<file path="config.mk">
export PLATFORM = sky130hd
export DESIGN_NAME = tro_ctrl
export DESIGN_NICKNAME = d
export VERILOG_FILES = /design/src/core/tro_pkg.sv /design/src/core/tro_ctrl.sv
export SDC_FILE = /design/constraint.sdc
export NUM_CORES = 1
export LEC_CHECK = 0
export ABC_AREA = 1
export BUFFER_PORTS_ARGS = -buffer_cell sky130_fd_sc_hd__buf_2
export CORE_ASPECT_RATIO = 0.9
export CORE_MARGIN = 3
export CORE_UTILIZATION = 61
export DETAILED_ROUTE_END_ITERATION = 8
export PLACE_DENSITY = 0.82
export SKIP_LAST_GASP = 1
export SYNTH_ARGS = -nofsm -noshare
export SYNTH_HDL_FRONTEND = slang
export SYNTH_SLANG_ARGS = --single-unit
</file>
<file path="constraint.sdc">
create_clock -name mclk_i -period 2.15 [get_ports mclk_i]
set_input_delay 0.215 -clock mclk_i [delete_from_list [all_inputs] [get_ports mclk_i]]
set_output_delay 0.215 -clock mclk_i [all_outputs]
set_load 0.1 [all_outputs]
</file>
<file path="src/core/tro_pkg.sv">
// Package for the tone and ringing oscillator control block.
// Assumes a 25 MHz system clock and an AXI4-Lite register bus with 32-bit data.
package tro_pkg;

  localparam int ADDR_W = 12;

  // Register indices; the byte address is four times the index
  localparam logic [7:0] IDX_TONE_ONE_CTRL = 8'h20;
  localparam logic [7:0] IDX_TONE_TWO_CTRL = 8'h21;
  localparam logic [7:0] IDX_RINGER_CTRL = 8'h22;
  localparam logic [7:0] IDX_TIMER_BASE = 8'h24;
  localparam logic [7:0] IDX_IRQ_STATUS = 8'h2c;
  localparam logic [7:0] IDX_IRQ_MASK = 8'h2d;
  localparam logic [7:0] IDX_RINGER_RUN = 8'h2e;
  localparam int NUM_TIMERS = 6;

  // Control register fields
  localparam int BIT_ACTIVE = 7;
  localparam int BIT_REPEAT = 6;
  localparam int BIT_ZERO_CROSS = 5;
  localparam int BIT_RING_LINE = 5;
  localparam int BIT_ON_TIMER_EN = 4;
  localparam int BIT_OFF_TIMER_EN = 3;
  localparam int BIT_ENABLE = 2;
  localparam int BIT_DC_BIAS = 1;
  localparam int BIT_WAVE_SHAPE = 0;
  localparam int BIT_ROUTE_TX = 0;
  localparam int BIT_ROUTE_RX = 1;

  // Writable bits of each control register
  localparam logic [7:0] TONE_ONE_WMASK = 8'h7f;
  localparam logic [7:0] TONE_TWO_WMASK = 8'h3f;
  localparam logic [7:0] RINGER_WMASK = 8'h1b;

  localparam logic [7:0] CTRL_RST = 8'h00;
  localparam logic [15:0] TIMER_RST = 16'h0000;
  localparam logic [5:0] IRQ_RST = 6'h00;

  // Cadence timer resolution
  localparam int CLK_NS = 40;
  localparam int TICK_NS = 125000;
  localparam int TICK_CYCLES = TICK_NS / CLK_NS;

  localparam logic [1:0] RESP_OKAY = 2'b00;
  localparam logic [1:0] RESP_SLVERR = 2'b10;

  typedef enum logic [2:0] {
    ST_IDLE,
    ST_ON,
    ST_ZERO_WAIT,
    ST_OFF,
    ST_DONE
  } tro_state_e;

endpackage

</file>
<file path="src/core/tro_ctrl.sv">
// Control and status for two tone oscillators and the ringing oscillator.
// Assumes the synthesis datapath reports zero crossings and dc-feed crossings as inputs.
// Function
// RULE1: tone control bit 7 reads back whether that tone output is active.
// RULE2: tone one stops after off interval unless repeat bit 6 is set.
// RULE3: host should set tone one repeat when used for caller-id signalling.
// RULE4: tone one zero-cross bit 5 delays stop to first zero crossing after expiry.
// RULE5: tone two zero-cross bit 5 delays stop to a zero crossing.
// RULE6: bit 4 runs the on timer, bit 3 runs the off timer.
// RULE7: tone generates output only while enable bit 2 is one.
// RULE8: route bits 1:0 select none, transmit, receive or both paths.
// RULE9: tone two and ringer control bit 6 read as zero.
// RULE10: ringer control bit 7 reads back whether ringing output is active.
// RULE11: line drive waits for dc-feed continuity; bit 5 shows ringing on line.
// RULE12: ringer bit 4 runs its on timer, bit 3 its off timer.
// RULE13: ringer control bit 2 reads whether the ringer is enabled.
// RULE14: ringer bit 1 adds dc offset to the ringing waveform.
// RULE15: ringer bit 0 selects sinusoid (0) or trapezoid (1).
// RULE16: ringer timers are sixteen bits counting 125 us steps.
// RULE17: each on and off timer expiry raises a maskable interrupt.
// RULE18: with both timers on, output alternates on and off while enabled.
//
// Our own choice: register access over AXI4-Lite.
`timescale 1ns/1ns

module tro_ctrl
  import tro_pkg::*;
#(
  parameter int TICK_DIV = TICK_CYCLES
) (
  input wire logic mclk_i,
  input wire logic reset_n_i,
  input wire logic [ADDR_W-1:0] s_axi_awaddr_i,
  input wire logic s_axi_awvalid_i,
  output logic s_axi_awready_o,
  input wire logic [31:0] s_axi_wdata_i,
  input wire logic [3:0] s_axi_wstrb_i,
  input wire logic s_axi_wvalid_i,
  output logic s_axi_wready_o,
  output logic [1:0] s_axi_bresp_o,
  output logic s_axi_bvalid_o,
  input wire logic s_axi_bready_i,
  input wire logic [ADDR_W-1:0] s_axi_araddr_i,
  input wire logic s_axi_arvalid_i,
  output logic s_axi_arready_o,
  output logic [31:0] s_axi_rdata_o,
  output logic [1:0] s_axi_rresp_o,
  output logic s_axi_rvalid_o,
  input wire logic s_axi_rready_i,
  input wire logic tone_one_zero_cross_i,
  input wire logic tone_two_zero_cross_i,
  input wire logic ring_dc_cross_i,
  output logic [2:0] osc_active_o,
  output logic [1:0] tone_tx_o,
  output logic [1:0] tone_rx_o,
  output logic ring_on_line_o,
  output logic ringer_dc_bias_o,
  output logic wave_shape_sel_o,
  output logic irq_o
);

  localparam int TW = $clog2(TICK_DIV + 1);
  localparam logic [TW-1:0] TICK_LAST = TW'(TICK_DIV - 1);

  typedef struct packed {
    logic [2:0][7:0] ctrl;
    logic [NUM_TIMERS-1:0][15:0] tmr;
    logic ring_run;
    logic [5:0] irq_stat;
    logic [5:0] irq_mask;
    tro_state_e [2:0] st;
    logic [2:0][15:0] cnt;
    logic ring_line;
    logic [TW-1:0] tick_cnt;
    logic tick;
    logic aw_got;
    logic [ADDR_W-1:0] awaddr;
    logic w_got;
    logic [31:0] wdata;
    logic [3:0] wstrb;
    logic aw_rdy;
    logic w_rdy;
    logic ar_rdy;
    logic bvalid;
    logic [1:0] bresp;
    logic rvalid;
    logic [1:0] rresp;
    logic [31:0] rdata;
    logic [2:0] o_active;
    logic [1:0] o_tx;
    logic [1:0] o_rx;
    logic o_line;
    logic o_bias;
    logic o_wave;
    logic o_irq;
  } tro_state_s;

  tro_state_s s;
  tro_state_s next_s;

  function automatic logic [7:0] reg_index(input logic [ADDR_W-1:0] addr);
    reg_index = addr[9:2];
  endfunction

  function automatic logic addr_ok(input logic [ADDR_W-1:0] addr);
    logic [7:0] i;
    i = addr[9:2];
    addr_ok = (addr[1:0] == 2'b00) && (addr[ADDR_W-1:10] == '0) &&
      ((i >= IDX_TONE_ONE_CTRL && i <= IDX_RINGER_CTRL) ||
       (i >= IDX_TIMER_BASE && i < IDX_TIMER_BASE + 8'(NUM_TIMERS)) ||
       i == IDX_IRQ_STATUS || i == IDX_IRQ_MASK || i == IDX_RINGER_RUN);
  endfunction

  always_comb begin
    logic [2:0] en;
    logic [2:0] on_te;
    logic [2:0] off_te;
    logic [2:0] zc_stop;
    logic [2:0] zc_seen;
    logic [2:0] rep;
    logic [5:0] irq_set;
    logic [5:0] irq_clr;
    logic [7:0] idx;
    logic [31:0] rd;
    logic [2:0] act;
    next_s = s;
    irq_set = '0;
    irq_clr = '0;
    idx = '0;
    rd = '0;
    act = '0;
    en = '0;
    on_te = '0;
    off_te = '0;
    zc_stop = '0;
    zc_seen = '0;
    rep = '0;

    // Shared 125 us time base for all cadence timers
    next_s.tick = 1'b0;
    if (s.tick_cnt == '0) begin
      next_s.tick_cnt = TICK_LAST;
      next_s.tick = 1'b1;
    end else begin
      next_s.tick_cnt = s.tick_cnt - 1'b1;
    end

    for (int c = 0; c < 3; c++) begin
      en[c] = (c == 2) ? s.ring_run : s.ctrl[c][BIT_ENABLE];
      on_te[c] = s.ctrl[c][BIT_ON_TIMER_EN];
      off_te[c] = s.ctrl[c][BIT_OFF_TIMER_EN];
      zc_stop[c] = (c == 2) ? 1'b0 : s.ctrl[c][BIT_ZERO_CROSS];
      rep[c] = (c == 0) ? s.ctrl[0][BIT_REPEAT] : 1'b1;
    end
    zc_seen = {1'b0, tone_two_zero_cross_i, tone_one_zero_cross_i};

    // Cadence sequencer per oscillator
    for (int c = 0; c < 3; c++) begin
      if (!en[c]) begin
        next_s.st[c] = ST_IDLE; // RULE7
      end else begin
        unique case (s.st[c])
          ST_IDLE: begin
            next_s.st[c] = ST_ON;
            next_s.cnt[c] = s.tmr[2*c];
          end
          ST_ON: begin
            if (on_te[c] && s.tick) begin // RULE6 RULE12 RULE16
              if (s.cnt[c] <= 16'h0001) begin
                irq_set[2*c] = 1'b1; // RULE17
                if (zc_stop[c]) begin
                  next_s.st[c] = ST_ZERO_WAIT; // RULE4 RULE5
                end else begin
                  next_s.st[c] = ST_OFF;
                  next_s.cnt[c] = s.tmr[2*c+1];
                end
              end else begin
                next_s.cnt[c] = s.cnt[c] - 16'h0001;
              end
            end
          end
          ST_ZERO_WAIT: begin
            if (zc_seen[c]) begin // RULE4 RULE5
              next_s.st[c] = ST_OFF;
              next_s.cnt[c] = s.tmr[2*c+1];
            end
          end
          ST_OFF: begin
            if (off_te[c] && s.tick) begin // RULE6 RULE12 RULE16
              if (s.cnt[c] <= 16'h0001) begin
                irq_set[2*c+1] = 1'b1; // RULE17
                if (rep[c]) begin
                  next_s.st[c] = ST_ON; // RULE2 RULE18
                  next_s.cnt[c] = s.tmr[2*c];
                end else begin
                  next_s.st[c] = ST_DONE; // RULE2
                end
              end else begin
                next_s.cnt[c] = s.cnt[c] - 16'h0001;
              end
            end
          end
          ST_DONE: begin
            next_s.st[c] = ST_DONE;
          end
        endcase
      end
      act[c] = (s.st[c] == ST_ON) || (s.st[c] == ST_ZERO_WAIT);
    end

    // Ringing reaches the line only at a dc-feed crossing, both at start and stop
    if (ring_dc_cross_i && (act[2] != s.ring_line)) begin
      next_s.ring_line = act[2]; // RULE11
    end

    // Write channel: address and data may arrive in either order
    if (s.aw_rdy && s_axi_awvalid_i) begin
      next_s.aw_got = 1'b1;
      next_s.awaddr = s_axi_awaddr_i;
    end
    if (s.w_rdy && s_axi_wvalid_i) begin
      next_s.w_got = 1'b1;
      next_s.wdata = s_axi_wdata_i;
      next_s.wstrb = s_axi_wstrb_i;
    end
    if (s.aw_got && s.w_got && !s.bvalid) begin
      next_s.aw_got = 1'b0;
      next_s.w_got = 1'b0;
      next_s.bvalid = 1'b1;
      next_s.bresp = addr_ok(s.awaddr) ? RESP_OKAY : RESP_SLVERR;
      idx = reg_index(s.awaddr);
      if (addr_ok(s.awaddr) && s.wstrb[0]) begin
        if (idx == IDX_TONE_ONE_CTRL) begin
          next_s.ctrl[0] = s.wdata[7:0] & TONE_ONE_WMASK;
        end
        if (idx == IDX_TONE_TWO_CTRL) begin
          next_s.ctrl[1] = s.wdata[7:0] & TONE_TWO_WMASK;
        end
        if (idx == IDX_RINGER_CTRL) begin
          next_s.ctrl[2] = s.wdata[7:0] & RINGER_WMASK;
        end
        if (idx == IDX_IRQ_STATUS) begin
          irq_clr = s.wdata[5:0];
        end
        if (idx == IDX_IRQ_MASK) begin
          next_s.irq_mask = s.wdata[5:0];
        end
        if (idx == IDX_RINGER_RUN) begin
          next_s.ring_run = s.wdata[0];
        end
      end
      for (int t = 0; t < NUM_TIMERS; t++) begin
        if (addr_ok(s.awaddr) && idx == IDX_TIMER_BASE + 8'(t)) begin
          if (s.wstrb[0]) begin
            next_s.tmr[t][7:0] = s.wdata[7:0];
          end
          if (s.wstrb[1]) begin
            next_s.tmr[t][15:8] = s.wdata[15:8];
          end
        end
      end
    end
    if (s.bvalid && s_axi_bready_i) begin
      next_s.bvalid = 1'b0;
    end

    // Set wins over a simultaneous write-one clear
    next_s.irq_stat = (s.irq_stat & ~irq_clr) | irq_set; // RULE17

    // Read channel
    if (s.ar_rdy && s_axi_arvalid_i) begin
      idx = reg_index(s_axi_araddr_i);
      if (idx == IDX_TONE_ONE_CTRL) begin
        rd[7:0] = {act[0], s.ctrl[0][6:0]}; // RULE1
      end
      if (idx == IDX_TONE_TWO_CTRL) begin
        rd[7:0] = {act[1], 1'b0, s.ctrl[1][5:0]}; // RULE1 RULE9
      end
      if (idx == IDX_RINGER_CTRL) begin
        rd[7:0] = {act[2], 1'b0, s.ring_line, s.ctrl[2][4:3], s.ring_run,
          s.ctrl[2][1:0]}; // RULE10 RULE11 RULE13 RULE9
      end
      for (int t = 0; t < NUM_TIMERS; t++) begin
        if (idx == IDX_TIMER_BASE + 8'(t)) begin
          rd[15:0] = s.tmr[t];
        end
      end
      if (idx == IDX_IRQ_STATUS) begin
        rd[5:0] = s.irq_stat;
      end
      if (idx == IDX_IRQ_MASK) begin
        rd[5:0] = s.irq_mask;
      end
      if (idx == IDX_RINGER_RUN) begin
        rd[0] = s.ring_run;
      end
      if (!addr_ok(s_axi_araddr_i)) begin
        rd = '0;
      end
      next_s.rdata = rd;
      next_s.rresp = addr_ok(s_axi_araddr_i) ? RESP_OKAY : RESP_SLVERR;
      next_s.rvalid = 1'b1;
    end
    if (s.rvalid && s_axi_rready_i) begin
      next_s.rvalid = 1'b0;
    end

    next_s.aw_rdy = !next_s.aw_got && !next_s.bvalid;
    next_s.w_rdy = !next_s.w_got && !next_s.bvalid;
    next_s.ar_rdy = !next_s.rvalid;

    // Registered outputs, one cycle behind the sequencer, except irq_o which updates together with irq_stat
    next_s.o_active = act;
    for (int c = 0; c < 2; c++) begin
      next_s.o_tx[c] = act[c] && s.ctrl[c][BIT_ROUTE_TX]; // RULE8
      next_s.o_rx[c] = act[c] && s.ctrl[c][BIT_ROUTE_RX]; // RULE8
    end
    next_s.o_line = s.ring_line; // RULE11
    next_s.o_bias = s.ctrl[2][BIT_DC_BIAS]; // RULE14
    next_s.o_wave = s.ctrl[2][BIT_WAVE_SHAPE]; // RULE15
    next_s.o_irq = |(next_s.irq_stat & next_s.irq_mask); // RULE17
  end

  always_ff @(posedge mclk_i or negedge reset_n_i) begin
    if (!reset_n_i) begin
      s <= '0;
      s.ctrl <= {3{CTRL_RST}};
      s.tmr <= {NUM_TIMERS{TIMER_RST}};
      s.irq_stat <= IRQ_RST;
      s.irq_mask <= IRQ_RST;
    end else begin
      s <= next_s;
    end
  end

  assign s_axi_awready_o = s.aw_rdy;
  assign s_axi_wready_o = s.w_rdy;
  assign s_axi_bresp_o = s.bresp;
  assign s_axi_bvalid_o = s.bvalid;
  assign s_axi_arready_o = s.ar_rdy;
  assign s_axi_rdata_o = s.rdata;
  assign s_axi_rresp_o = s.rresp;
  assign s_axi_rvalid_o = s.rvalid;
  assign osc_active_o = s.o_active;
  assign tone_tx_o = s.o_tx;
  assign tone_rx_o = s.o_rx;
  assign ring_on_line_o = s.o_line;
  assign ringer_dc_bias_o = s.o_bias;
  assign wave_shape_sel_o = s.o_wave;
  assign irq_o = s.o_irq;

endmodule

</file>
# After elaboration in Yosys (flattened, before gate mapping)

Index checks and enable logic that the tools add are counted.
W data, S select, Z words.

Register bits: 299
Output and inout port bits: 52
Word-level logic and storage cells: 306

Add/subtract/negate cells: 4
$lt $le $gt $ge: 11
Equal/unequal tests: 63
Multiplexer cells: 92
Bitwise operators: 4
Reduce and logical (&&, ||, !) cells: 85

Operator list:

| kind                    | number |
|---|---|
| $mux W16                | 24 |
| $eq A8 B6 Y1 const B    | 24 |
| $pmux W16 S4            | 2 |
| $mux W3                 | 19 |
| $ne A3 B3 Y1 const B    | 17 |
| $le A16 B1 Y1 const B   | 3 |
| $mux W6                 | 8 |
| $pmux W16 S3            | 1 |
| $reduce_and A3 Y1       | 16 |
| $sub A16 B1 Y16 const B | 3 |
| $mux W37                | 1 |
| $logic_and A1 B1 Y1     | 35 |
| $mux W35                | 1 |
| $ge A8 B6 Y1 const B    | 4 |
| $pmux W3 S5             | 2 |
| $mux W8                 | 3 |
| $mux W1                 | 23 |
| $eq A3 B2 Y1 const B    | 6 |
| $le A8 B6 Y1 const B    | 2 |
| $lt A8 B6 Y1 const B    | 2 |
| $ne A2 B2 Y1 const B    | 8 |
| $reduce_and A5 Y1       | 3 |
| $mux W13                | 1 |
| $and A6 B6 Y6           | 2 |
| other kinds (21)        | 49 |

# Depth between registers and ports, before layout

Word-level depth: 18
Depth in mapped cells: 14
Gate-level depth less buffers: 14

# Least setup slack after synthesis

Ideal clock, no wire load.

Kind: reg-to-reg
Start: register s (netlist bit s_axi_bvalid_o)
End: register s[282] in the netlist's numbering
Data arrival time: 2095 ps
Data required time: 2020 ps
Setup slack: -74 ps
Cell stages (with the launch flop): 10
Period minus slack after synthesis: 2224 ps
Cell sequence: dfrtp_1 -> inv_1 -> nand3_2 -> nor2_4 -> inv_1 -> nor3_1 -> nand4_1 -> buf_2 -> nand2_1 -> o21ai_1

Longest elaborated chain between the ends: 3

RTL lines:

| item                        | RTL line        | RTL |
|---|---|---|
| start: declaration          | tro_ctrl.sv:98  | `tro_state_s s;` |
| start signal: assignment    | tro_ctrl.sv:332 | `s <= next_s;` |
| $logic_not A1 Y1            | tro_ctrl.sv:226 | `if (s.aw_got && s.w_got && !s.bvalid) begin` |
| $logic_and A1 B1 Y1         | tro_ctrl.sv:226 |  |
| $reduce_and A3 Y1 (no line) | --              |  |

No other way between the ends.
A chain may end at the register's enable or synchronous reset.

# Worst setup path in the final report

Start: register s[98] in the netlist's numbering
End: register s[220] in the netlist's numbering

Longest elaborated chain between the ends: 9
Elaborated cells on any way between the ends: 17
Those cells by class: order compare: 4; eq/ne: 4; reduce/logical: 9

RTL lines:

| item                                          | RTL line                         | RTL |
|---|---|---|
| $ge A8 B6 Y1 (tied with other cells)          | tro_ctrl.sv:109                  | `((i >= IDX_TONE_ONE_CTRL && i <= IDX_RINGER_CTRL) \|\|` |
| $logic_and A1 B1 Y1, on equally long branches | tro_ctrl.sv:109, tro_ctrl.sv:110 |  |
| $logic_or A1 B1 Y1                            | tro_ctrl.sv:109                  |  |
| $logic_or A1 B1 Y1                            | tro_ctrl.sv:110                  | `(i >= IDX_TIMER_BASE && i < IDX_TIMER_BASE + 8'(NUM_TIMERS)) \|\|` |
| $logic_or A1 B1 Y1 (2 in a row)               | tro_ctrl.sv:111                  | `i == IDX_IRQ_STATUS \|\| i == IDX_IRQ_MASK \|\| i == IDX_RINGER_RUN);` |
| $logic_and A1 B1 Y1                           | tro_ctrl.sv:108                  | `addr_ok = (addr[1:0] == 2'b00) && (addr[ADDR_W-1:10] == '0) &&` |
| $logic_and A1 B1 Y1 (*)                       | tro_ctrl.sv:253                  | `if (addr_ok(s.awaddr) && idx == IDX_TIMER_BASE + 8'(t)) begin` |
| $reduce_and A3 Y1 (no line) (*)               | --                               |  |

Every way passes the cells marked *; elsewhere a longest branch is shown, timed or not.

==> metrics <==
worst endpoint required time 2540 ps; Post-DP HPWL roughly 30,000 um; Synth Area in Adders 0.00702; CTS Buf Count 27; CP arrival roughly 2500 ps; die height 151 um; critical path's slowest cell nor3_1; critical path endpoint category flop; CTS H-tree lvls 1; synth cell count leaders nand2_1 (566), dfrtp_1 (263), nor2_1 (244), inv_1 (206), o21ai_0 (174); Synth Flop Type dfrtp_1; via/cell ratio 5.67; # DRC 0; headroom to the max-slew limit 0.558; Hold Violations, Final 0; Seq/Total Area, Yosys 0.461; Setup crit end s[220]$_DFFE_PN0P_; chain of cells forming the critical path inv_1 > nand2_1 > nor2_2 > inv_1 > nor3_1 > nand3_2 > nand2_1 > o21ai_1; Worst Hold Class input pin to flop; final period utilization 0.974; largest area contributor in the synthesized netlist dfrtp_1; cells after synthesis approximately 2,000; post-synthesis compound-gate area fraction 0.120; GRT overflow 0; Clock transition at path regs 60 ps; largest cells by area after synthesis dfrtp_1 (46%), nand2_1 (15%), nor2_1 (6.4%); synth unique cells 42; largest family of logic cells by synthesized area simple AND/OR/NAND/NOR gates; vias in the first global route between 10,000 and 15,000; First DRT Iteration DRCs 1,403; layout cells sized above 1 0.110; DR vias about 14,000; min cycle time layout between 2000 and 2500 ps; wire length of the first global-routing pass about 67,000 um; Critical Path Start Type flop; fmax ~480 MHz; # Max-Cap Violations 0; largest net degree at the start of global routing 70; routed len/inst approximately 17 um; root buf cell clkbuf_16; Critical path origin s[98]$_DFFE_PN0P_; ys async rst share 1.00; outcome complete, no violations; die footprint 25,300 um2; worst reg-to-reg path cell count 8; worst-skew pair later-pin latency ~540 ps; Leak 8.39 nW; final setup fails 0; Yosys reg bits 263; Die X 167 um; initial antenna violation count 0; Synth Area per Inst 7.27 um2; CTS Buffer Depth 3; CORE AREA between 20,000 and 25,000 um2; I/O pin total 122; hold_sp tone_two_zero_cross_i; Routed Antenna Nets 0; worst slew pin tran 657 ps; Starting Density 0.628; Nets between 2,000 and 2,500; worst hold slack 88.6 ps; clock sink count 263; Worst path depth 8; GRT Resource Usage Total 0.330; Fin Clk Skew ~20 ps; R2R Path End s[220]$_DFFE_PN0P_; CTS tree built; Post-synth EDFFs 0; critical path class flop to flop; Slew Limit Fails 0; fin worst setup slack 55.5 ps; peak per-stage delay on the critical path roughly 400 ps; worst setup slack after placement 106 ps; mapped cell area roughly 14,000 um2; reg2reg setup slack 60 ps; Buf+Inv Stages, Crit Path 2; placer congestion estimate 1.02; Worst R2R Start s[98]$_DFFE_PN0P_; row cnt 52; Worst IR Drop VDD 0.00105 V; yosys warns 0; port bufs 85; Worst Path Max Fanout 16; most common cell in the synthesized netlist nand2_1; WL final 41,600 um; post-synthesis mux area share 0.000789; # fillers 1,760; xor and xnor area share after synthesis 0.0190; post-synthesis simple-gate area fraction 0.296; First-pass DRT Iterations 8; Power Density 898 nW/um2; unrepaired setup endpoints after global routing yes; Top Family by Delay on Critical Path simple AND/OR/NAND/NOR gates; synthesis-to-layout area growth 14.7%; Synth top area share 0.461
## cells in the final DEF (no fill, tap or decap), types with 6 or more instances in the layout
cell / instances
nand2_1: 562
dfrtp_1: 261
nor2_4: 6
a21oi_1: 78
o21ai_0: 172
ha_1: 6
nand3_2: 8
clkbuf_16: 27
nand3_1: 125
nand4_1: 25
o21ai_1: 35
conb_1: 18
xor2_1: 22
nor3_1: 25
o211ai_1: 21
inv_1: 205
buf_2: 84
clkinv_2: 6
xnor2_1: 9
buf_4: 59
nor2_1: 238
o22ai_1: 6
dlygate4sd3_1: 37
nor2_2: 7
or2_2: 7
## per-layer routing
metal	GRT usage	vias up	share of wire	wire length (um)
li1	-	6491	-	-
met1	0.462	6389	0.41	17000
met2	0.527	681	0.46	19000
met3	0.0496	87	0.095	3940
met4	0.126	0	0.039	1610
met5	0	-	0	0
## worst min path at each step
stage                         endpoint  cells after the start
floorplan              irq_o$_DFF_PN0_                      0
global placement      s[109]$_DFF_PN0_                      1
detailed placement    s[109]$_DFF_PN0_                      1
CTS                 s[167]$_DFFE_PN0P_                      4
global route        s[167]$_DFFE_PN0P_                      4
finish              s[167]$_DFFE_PN0P_                      4
## kinds of logic (layout without fill, tap and decap cells)
| kind of cell | Yosys count | in the layout |
|---|---|---|
| and+or+nand+nor | 1021 | 1021 |
| muxes | 1 | 1 |
| AOI/OAI and AO/OA | 324 | 324 |
| xor gates and xnor gates | 31 | 31 |
| other | 1 | 19 |
| buffers and inverters | 314 | 442 |
| adders and majority gates | 8 | 8 |
| DFF | 263 | 263 |
## registers in the layout, indices dropped and copies added, names as in the netlist
signal,flops
irq_o,1
next_s,3
osc_active_o,3
ring_on_line_o,1
ringer_dc_bias_o,1
s,226
s_axi_arready_o,1
s_axi_awready_o,1
s_axi_bresp_o,1
s_axi_bvalid_o,1
s_axi_rdata_o,16
s_axi_rresp_o,1
s_axi_rvalid_o,1
s_axi_wready_o,1
tone_rx_o,2
tone_tx_o,2
wave_shape_sel_o,1
## what timing repair did
item	in CTS	in global routing
endpoints found under the hold margin	158	0
endpoints found under the setup margin	0	75
resized for setup	0	23
setup buffers	0	2
hold buffers	37	0
## worst reg2reg max path, stage by stage (launching register included)
cell and delay, ps:
dfrtp_1 370, inv_1 90, nand2_1 110, nor2_2 180, inv_1 130, nor3_1 400, nand3_2 400, nand2_1 210
o21ai_1 80
## stage by stage
stage / util / instance area (um2) / power, mW / TNS [ps] / cells
floorplan: - / 14300 / 8.68 / 0 / 1980
global placement: 0.665 / 15100 / 9.86 / 0 / 2322
detailed placement: 0.665 / 15100 / 9.97 / 0 / 2322
CTS: 0.717 / 16300 / 14.5 / 0 / 2403
global route: 0.721 / 16400 / 15.4 / -483 / 2405
finish: 0.721 / 16400 / 14.7 / 0 / 2406
## cell type report
cell class	instances	area, um2	area share
sequential	263	6580	0.402
timing repair buffer	186	1350	0.0824
tap	297	372	0.0227
clock buffer	37	763	0.0466
multi-input combinational	1403	6440	0.394
inverter	212	796	0.0486
clock inverter	7	60.1	0.00367
antenna	1	2.50	0.000153
## report_power, final
part | internal (mW) | switching [mW]
clock network | 2.57 | 1.91
registers | 5.41 | 0.302
logic | 1.22 | 3.30
No activity file was read; power rests on OpenSTA's default activity.
